File: src/rtl/epi_regs.vh
// Notes on behaviour
// RL1: Line one enabled by bit 7 and global bit
// RL2: Line one sense from two control bits
// RL3: Pin activity requests even when driven output
// RL4: Each line has its own vector
// RL5: Line zero enabled by bit 6 and global bit
// RL6: Line zero sense from two control bits
// RL7: Line two enabled by bit 5 and global bit
// RL8: Line two edge only, one select bit
// RL9: Line one flag bit 7 set on event
// RL10: Line zero flag bit 6 set on event
// RL11: Line two flag bit 5 set on event
// RL12: Flag, enable and global bit take vector
// RL13: Vector entry clears its flag
// RL14: Writing one clears flag, zero no effect
// RL15: Line one flag zero in level mode
// RL16: Line zero flag zero in level mode
// RL17: Buffer disable in sleep may set flag two
// RL18: Sense 00 low,01 change,10 fall,11 rise
// RL19: Line two select 0 falling, 1 rising
// RL20: Pulses over one clock period are caught
// RL21: Level mode requests while pin stays low
// RL22: Two-stage synchroniser before edge detection
`ifndef EPI_REGS_VH
`define EPI_REGS_VH

// ****************************************
// Register byte addresses
// ****************************************
`define EPI_ADDR_ENABLE 12'h000
`define EPI_ADDR_FLAG 12'h004
`define EPI_ADDR_MCUCTL 12'h008
`define EPI_ADDR_MCUCS 12'h00C
`define EPI_ADDR_CPUSTAT 12'h010
`define EPI_ADDR_ACK 12'h014

// ****************************************
// Field positions
// ****************************************
`define EPI_BIT_LINE_ONE 7
`define EPI_BIT_LINE_ZERO 6
`define EPI_BIT_LINE_TWO 5
`define EPI_BIT_GLOBAL 7
`define EPI_BIT_ONE_SENSE_HI 3
`define EPI_BIT_ONE_SENSE_LO 2
`define EPI_BIT_ZERO_SENSE_HI 1
`define EPI_BIT_ZERO_SENSE_LO 0
`define EPI_BIT_TWO_EDGE 6
`define EPI_BIT_SLEEP_BUF_OFF 0

// ****************************************
// Sense encodings and reset values
// ****************************************
`define EPI_SENSE_LOW 2'h0
`define EPI_SENSE_CHANGE 2'h1
`define EPI_SENSE_FALL 2'h2
`define EPI_SENSE_RISE 2'h3
`define EPI_RST_BYTE 8'h00
`define EPI_RST_BIT 1'h0
`define EPI_RST_WORD 32'h00000000

`endif

File: src/rtl/epi_line_detect.v
`timescale 1ns/1ns
`default_nettype none
`include "epi_regs.vh"

module epi_line_detect #(
  parameter EDGE_ONLY = 0
) (
  // Clock, reset, enable
  input wire core_clk,
  input wire rst,
  input wire clk_en,
  // Pin and mode
  input wire pin,
  input wire [1:0] sense,
  // Results
  output wire event_p,
  output wire level_low
);

  reg sync1_q;
  reg sync2_q;
  reg prev_q;
  reg ev;

  // ****************************************
  // Synchroniser and edge detection
  // ****************************************
  always @(posedge core_clk) begin
    if (rst) begin
      sync1_q <= 1'h1;
      sync2_q <= 1'h1;
      prev_q <= 1'h1;
    end else if (clk_en) begin
      sync1_q <= pin; // [RL22] [RL3]
      sync2_q <= sync1_q;
      prev_q <= sync2_q; // [RL20]
    end
  end

  always @* begin
    case (sense)
      `EPI_SENSE_CHANGE: ev = (sync2_q != prev_q); // [RL18]
      `EPI_SENSE_FALL: ev = prev_q & ~sync2_q;
      `EPI_SENSE_RISE: ev = ~prev_q & sync2_q;
      default: ev = 1'h0;
    endcase
  end

  assign event_p = ev;
  assign level_low = (EDGE_ONLY == 0) && (sense == `EPI_SENSE_LOW) && ~sync2_q; // [RL21]

endmodule // epi_line_detect
`default_nettype wire

File: src/rtl/epi_unit.v
`timescale 1ns/1ns
`default_nettype none
`include "epi_regs.vh"

module epi_unit (
  // Clock, reset, enable
  input wire core_clk,
  input wire rst,
  input wire clk_en,
  // APB slave
  input wire psel,
  input wire penable,
  input wire pwrite,
  input wire [11:0] paddr,
  input wire [31:0] pwdata,
  output reg [31:0] prdata,
  output reg pready,
  output reg pslverr,
  // Interrupt pins
  input wire ext_line_zero,
  input wire ext_line_one,
  input wire ext_line_two,
  // Sleep input buffer control
  input wire sleep_active,
  // Requests to the core, one per vector
  output reg line_zero_req_q,
  output reg line_one_req_q,
  output reg line_two_req_q
);

  // ****************************************
  // Registers
  // ****************************************
  reg [7:0] enable_q;
  reg [7:0] mcu_ctl_q;
  reg [7:0] mcu_cs_q;
  reg [7:0] cpu_stat_q;
  reg line_zero_flag_q;
  reg line_one_flag_q;
  reg line_two_flag_q;
  reg buf_off_q;
  reg two_sync1_q;
  reg two_sync2_q;
  reg two_prev_q;
  reg [31:0] rd_d;

  wire wr_acc;
  wire rd_acc;
  wire ev_zero;
  wire ev_one;
  wire lvl_zero;
  wire lvl_one;
  wire global_en;
  wire zero_is_level;
  wire one_is_level;
  wire two_int;
  wire two_ev;
  wire clr_zero;
  wire clr_one;
  wire clr_two;
  wire [1:0] zero_sense;
  wire [1:0] one_sense;
  wire hit;

  function is_byte_reg;
    input [11:0] a;
    begin
      is_byte_reg = (a == `EPI_ADDR_ENABLE) || (a == `EPI_ADDR_FLAG) ||
        (a == `EPI_ADDR_MCUCTL) || (a == `EPI_ADDR_MCUCS) ||
        (a == `EPI_ADDR_CPUSTAT) || (a == `EPI_ADDR_ACK);
    end
  endfunction

  assign wr_acc = psel & penable & pwrite & clk_en;
  assign rd_acc = psel & penable & ~pwrite & clk_en;
  assign hit = is_byte_reg(paddr);

  assign zero_sense = {mcu_ctl_q[`EPI_BIT_ZERO_SENSE_HI],
    mcu_ctl_q[`EPI_BIT_ZERO_SENSE_LO]}; // [RL6]
  assign one_sense = {mcu_ctl_q[`EPI_BIT_ONE_SENSE_HI],
    mcu_ctl_q[`EPI_BIT_ONE_SENSE_LO]}; // [RL2]
  assign zero_is_level = (zero_sense == `EPI_SENSE_LOW);
  assign one_is_level = (one_sense == `EPI_SENSE_LOW);
  assign global_en = cpu_stat_q[`EPI_BIT_GLOBAL];

  // ****************************************
  // Line zero and one detectors
  // ****************************************
  epi_line_detect #(.EDGE_ONLY(0)) u_zero (
    .core_clk(core_clk),
    .rst(rst),
    .clk_en(clk_en),
    .pin(ext_line_zero),
    .sense(zero_sense),
    .event_p(ev_zero),
    .level_low(lvl_zero)
  );

  epi_line_detect #(.EDGE_ONLY(0)) u_one (
    .core_clk(core_clk),
    .rst(rst),
    .clk_en(clk_en),
    .pin(ext_line_one),
    .sense(one_sense),
    .event_p(ev_one),
    .level_low(lvl_one)
  );

  // ****************************************
  // Line two: edge only, buffer gated in sleep while line two is disabled
  // ****************************************
  // Disabled buffer reads low, which may look like a falling edge
  assign two_int = two_sync2_q & ~buf_off_q; // [RL17]
  assign two_ev = mcu_cs_q[`EPI_BIT_TWO_EDGE] ? (~two_prev_q & two_int) :
    (two_prev_q & ~two_int); // [RL8] [RL19]

  always @(posedge core_clk) begin
    if (rst) begin
      two_sync1_q <= 1'h1;
      two_sync2_q <= 1'h1;
      two_prev_q <= 1'h1;
      buf_off_q <= `EPI_RST_BIT;
    end else if (clk_en) begin
      two_sync1_q <= ext_line_two; // [RL22] [RL3]
      two_sync2_q <= two_sync1_q;
      two_prev_q <= two_int;
      buf_off_q <= sleep_active & ~enable_q[`EPI_BIT_LINE_TWO]; // [RL17]
    end
  end

  // ****************************************
  // Flag clears: vector entry or write of one
  // ****************************************
  assign clr_zero = wr_acc && ((paddr == `EPI_ADDR_FLAG) && pwdata[`EPI_BIT_LINE_ZERO] ||
    (paddr == `EPI_ADDR_ACK) && pwdata[`EPI_BIT_LINE_ZERO]); // [RL13] [RL14]
  assign clr_one = wr_acc && ((paddr == `EPI_ADDR_FLAG) && pwdata[`EPI_BIT_LINE_ONE] ||
    (paddr == `EPI_ADDR_ACK) && pwdata[`EPI_BIT_LINE_ONE]); // [RL13] [RL14]
  assign clr_two = wr_acc && ((paddr == `EPI_ADDR_FLAG) && pwdata[`EPI_BIT_LINE_TWO] ||
    (paddr == `EPI_ADDR_ACK) && pwdata[`EPI_BIT_LINE_TWO]); // [RL13] [RL14]

  // ****************************************
  // Registers and flags
  // ****************************************
  always @(posedge core_clk) begin
    if (rst) begin
      enable_q <= `EPI_RST_BYTE;
      mcu_ctl_q <= `EPI_RST_BYTE;
      mcu_cs_q <= `EPI_RST_BYTE;
      cpu_stat_q <= `EPI_RST_BYTE;
      line_zero_flag_q <= `EPI_RST_BIT;
      line_one_flag_q <= `EPI_RST_BIT;
      line_two_flag_q <= `EPI_RST_BIT;
    end else if (clk_en) begin
      if (wr_acc && paddr == `EPI_ADDR_ENABLE) begin
        enable_q <= pwdata[7:0];
      end
      if (wr_acc && paddr == `EPI_ADDR_MCUCTL) begin
        mcu_ctl_q <= pwdata[7:0];
      end
      if (wr_acc && paddr == `EPI_ADDR_MCUCS) begin
        mcu_cs_q <= pwdata[7:0];
      end
      if (wr_acc && paddr == `EPI_ADDR_CPUSTAT) begin
        cpu_stat_q <= pwdata[7:0];
      end
      // Set wins over clear in the same cycle
      if (zero_is_level) begin
        line_zero_flag_q <= 1'h0; // [RL16]
      end else if (ev_zero) begin
        line_zero_flag_q <= 1'h1; // [RL10]
      end else if (clr_zero) begin
        line_zero_flag_q <= 1'h0;
      end
      if (one_is_level) begin
        line_one_flag_q <= 1'h0; // [RL15]
      end else if (ev_one) begin
        line_one_flag_q <= 1'h1; // [RL9]
      end else if (clr_one) begin
        line_one_flag_q <= 1'h0;
      end
      if (two_ev) begin
        line_two_flag_q <= 1'h1; // [RL11]
      end else if (clr_two) begin
        line_two_flag_q <= 1'h0;
      end
    end
  end

  // ****************************************
  // Requests to the core
  // ****************************************
  always @(posedge core_clk) begin
    if (rst) begin
      line_zero_req_q <= `EPI_RST_BIT;
      line_one_req_q <= `EPI_RST_BIT;
      line_two_req_q <= `EPI_RST_BIT;
    end else if (clk_en) begin
      line_zero_req_q <= global_en & enable_q[`EPI_BIT_LINE_ZERO] &
        (line_zero_flag_q | lvl_zero); // [RL5] [RL12] [RL21] [RL4]
      line_one_req_q <= global_en & enable_q[`EPI_BIT_LINE_ONE] &
        (line_one_flag_q | lvl_one); // [RL1] [RL12] [RL21] [RL4]
      line_two_req_q <= global_en & enable_q[`EPI_BIT_LINE_TWO] &
        line_two_flag_q; // [RL7] [RL12] [RL4]
    end
  end

  // ****************************************
  // APB read and response
  // ****************************************
  always @* begin
    rd_d = `EPI_RST_WORD;
    case (paddr)
      `EPI_ADDR_ENABLE: rd_d[7:0] = enable_q;
      `EPI_ADDR_FLAG: begin
        rd_d[`EPI_BIT_LINE_ONE] = line_one_flag_q;
        rd_d[`EPI_BIT_LINE_ZERO] = line_zero_flag_q;
        rd_d[`EPI_BIT_LINE_TWO] = line_two_flag_q;
      end
      `EPI_ADDR_MCUCTL: rd_d[7:0] = mcu_ctl_q;
      `EPI_ADDR_MCUCS: rd_d[7:0] = mcu_cs_q;
      `EPI_ADDR_CPUSTAT: rd_d[7:0] = cpu_stat_q;
      default: rd_d = `EPI_RST_WORD;
    endcase
  end

  // No wait state: pready rises at the setup-phase edge, high in the first access cycle
  always @(posedge core_clk) begin
    if (rst) begin
      prdata <= `EPI_RST_WORD;
      pready <= 1'h0;
      pslverr <= 1'h0;
    end else if (clk_en) begin
      if (psel && !penable) begin
        pready <= 1'h1;
        pslverr <= ~hit;
        prdata <= rd_d;
      end else begin
        pready <= 1'h0;
        pslverr <= 1'h0;
      end
    end
  end

endmodule // epi_unit
`default_nettype wire

File: config.mk
export PLATFORM = sky130hd
export DESIGN_NAME = epi_unit
export DESIGN_NICKNAME = d
export VERILOG_FILES = /design/src/rtl/epi_line_detect.v /design/src/rtl/epi_unit.v
export VERILOG_INCLUDE_DIRS = /design/src /design/src/rtl
export SDC_FILE = /design/constraint.sdc
export NUM_CORES = 1
export LEC_CHECK = 0
export BUFFER_PORTS_ARGS = -buffer_cell sky130_fd_sc_hd__buf_2
export CORE_AREA = 2 2 80 82
export DETAILED_ROUTE_END_ITERATION = 16
export DIE_AREA = 0 0 82 84
export GPL_TIMING_DRIVEN = 0
export HOLD_SLACK_MARGIN = 0.08
export PLACE_DENSITY = 0.77
export REMOVE_ABC_BUFFERS = 1
export SKIP_LAST_GASP = 1
export SYNTH_ARGS = -nofsm -noshare
export SYNTH_HDL_FRONTEND = slang
export SYNTH_SLANG_ARGS = --single-unit
File: constraint.sdc
create_clock -name core_clk -period 2.52 [get_ports core_clk]
set_input_delay 0.63 -clock core_clk [delete_from_list [all_inputs] [get_ports core_clk]]
set_output_delay 0.63 -clock core_clk [all_outputs]
set_load 0.03 [all_outputs]
==> impl_results.md <==
- Final WL: about 7300 um
- Share of cells above drive strength 1: 0.179
- CP Max Fanout: 11
- Area grow syn2layout: 11.5%
- Ports: 91
- Slew @ Worst Pin: 0.866 ns
- Status: finished clean
- Crit start category: input port
- Post-Syn Instances: 350
- Core area: 6100 um2
- Util after Layout: 0.539
- Post-CTS sizing: 0
- Worst setup EP type: flip-flop
- Ys async rst share: 0
- Relative slew margins: 0.420
- Synth Area per Inst: 8.42 um2
- Final Hold Violating Endpoints: 0
- Period minus WS final: roughly 2.2 ns
- TritonCTS clock tree: built
- Wirelength per Cell: 15.6 um
- Top-count cell post-synth: dfxtp_1
- Die width: 82 um
- Clk sinks: 58
- Worst vdd ir: around 0.00026 V
- Reg2reg start: u_zero.prev_q$_SDFFE_PP1P_
- Number of flops mapped to enable cells by yosys: 0
- Grt ovf: 0
- Power Dens Cells: 577 nW/um2
- Sequential fraction of the synthesis area: 0.394
- Nets: about 450
- Hold Crit Class: reg2reg
- Yosys cell types: between 40 and 50
- RSZ-0062 raised after global routing: false
- DIE AREA: 6890 um2
- Max_cap viols: 0
- Dpl hpwl: 4960 um
- Critical path class: in2reg
- Synth area leaders: dfxtp_1 39%, a21oi_1 7.3%, buf_4 6.4%, nand3_1 6.1%, mux2i_1 4.8%
- Die height: 84 um
- Post-Syn Area: 2950 um2
- Fillers: approximately 600
- DRC viols: 0
- Diode count: 0
- Vias per inst: 5.80
- Leakage: 0.00126 uW
- Area share of the largest cell type after synthesis: 0.394
- Starting Density: 0.483
- Hold_ws: 0.449 ns
- Worst EP required: 2.76 ns
- Synth area leader: dfxtp_1
- Clock Path Buffers: 2
- Port Buf Inserts: between 40 and 50
- Final period util: 0.865
- Clk pin slew, worst setup/hold paths: about 0.060 ns
- CTS H-Tree Depth: 3
- Clk_skew: 0.00541 ns
- Synth Warn #: 0
- Clock latency on the worst-skew pair: around 0.34 ns
- Via count: 2713
- Vias in the first global route: 2409
- Hold_buf cts: 0
- Final Cell Area: 3280 um2
- Gpl congestion: 0.861
- Crit path capture: prdata[7]$_SDFFE_PP0P_
- Critical Path AT: 2.42 ns
- Fin. max-slew vios: 0
- Commonest cells in the netlist: 58 x dfxtp_1, 43 x a21oi_1, 36 x nand3_1, 25 x buf_4, 25 x nand2_1
- Row count: 29
- R2r endpoint: line_zero_flag_q$_SDFFE_PP0P_
- ANT nets after route: 0
- Crit path launch: paddr[9]
- Initial antenna violation count: 0
- Dpl cell area: 3060 um2
- Tot GR Track Use: 0.220
- TritonCTS Buffers: 9
- Fmax: 459 MHz
- Primary FF master, synth: dfxtp_1
- Worst reg2reg path depth: 6
- First-pass GRT wire length: 11600 um
- CTS Root Cell: clkbuf_8
- Largest net degree at the start of global routing: 47
- Final setup vio count: 0
- R2r setup slk: ~1.1 ns
- Yosys reg bits: 58
- 1st-iter DRT viols: roughly 190
- DR pass1 iterations: 5
[layer usage]
metal / global-route usage / up-vias / wire (um)
met2: 0.349 / 122 / 3590
met1: 0.290 / 1269 / 3090
li1: - / 1306 / -
met4: 0.0939 / 0 / 151
met5: 0 / - / 0
met3: 0.0390 / 16 / 446
[power breakdown]
group | internal [uW] | switching (uW)
Combinational | 52.3 | 150
Sequential | 931 | 8.83
Clock | 399 | 352
[how the worst min path moves through the flow]
stage	from	endpoint	cells past startpoint
after floorplan	mcu_cs_q[0]$_SDFFE_PP0P_	mcu_cs_q[0]$_SDFFE_PP0P_	2
after global placement	mcu_cs_q[1]$_SDFFE_PP0P_	mcu_cs_q[1]$_SDFFE_PP0P_	2
after detailed placement	prdata[0]$_SDFFE_PP0P_	prdata[0]$_SDFFE_PP0P_	2
after CTS	mcu_cs_q[3]$_SDFFE_PP0P_	mcu_cs_q[3]$_SDFFE_PP0P_	2
after global routing	mcu_cs_q[3]$_SDFFE_PP0P_	mcu_cs_q[3]$_SDFFE_PP0P_	2
final	prdata[2]$_SDFFE_PP0P_	prdata[2]$_SDFFE_PP0P_	2
[logic make-up after synthesis]
kind of cell             after synthesis  synth area share
AND/OR/NAND/NOR                      117             0.231
AO/OA/AOI/OAI                        102             0.203
flip-flops                            58             0.394
buffers and inverters                 54             0.106
multiplexers                          14            0.0476
adder cells (fa/ha/maj)                4            0.0170
other                                  1           0.00127
[flip-flops by register name (all words and copies together) (netlist names), 8 cells and up]
register and flops:
enable_q 8, cpu_stat_q 8, mcu_cs_q 8, mcu_ctl_q 8
prdata 8
[per-stage QoR]
step	setup slack, ns	power [uW]	TNS (ns)	std cells
6_report	0.339	1890	0	468
5_1_grt	0.243	1960	0	468
4_1_cts	0.0273	1900	0	464
3_5_place_dp	-0.399	1160	-7.21	448
3_3_place_gp	-0.355	1150	-6.45	448
2_1_floorplan	0.373	1080	0	329
[timing repair]
item	in CTS	in global routing
pin swaps	1	2
buffers inserted	1	4
endpoints found under the setup margin	16	18
[worst max-delay path: stages]
cell      delay, ns
buf_2          0.11
or4_4          0.61
nor4_4         0.62
a221oi_1       0.17
a311oi_1       0.28
[area by class of cell]
cell class,instances,area (um2),share of cell area
multi-input cells,261,1560,0.475
inverters,10,37.5,0.0114
flip-flops and latches,58,1160,0.354
clock buffers,12,155,0.0472
repair buffers,47,260,0.0792
well taps,77,96.3,0.0293
clock inverters,3,15.0,0.00457
[cells in the final DEF, fill, tap and decap left out, drive strengths merged]
cell,instances
nand3b,3
and4,2
nand2b,6
or4,2
conb,24
and2,1
o211ai,4
inv,9
a22oi,5
or2,2
nor2,7
nand2,25
clkinv,4
o311ai,1
nor2b,4
nand3,36
ha,4
dfxtp,58
or4b,1
nor4b,2
nand4,6
a311oi,3
a31oi,1
nor4,4
o2111ai,2
o2bb2ai,5
and3b,2
o21ai,32
and3,1
nor3b,2
a221oi,3
buf,47
nor3,6
clkbuf,12
o221ai,2
a21oi,43
o21a,1
or3,5
mux2i,14
Note: power is estimated with default switching activity, not from simulation.
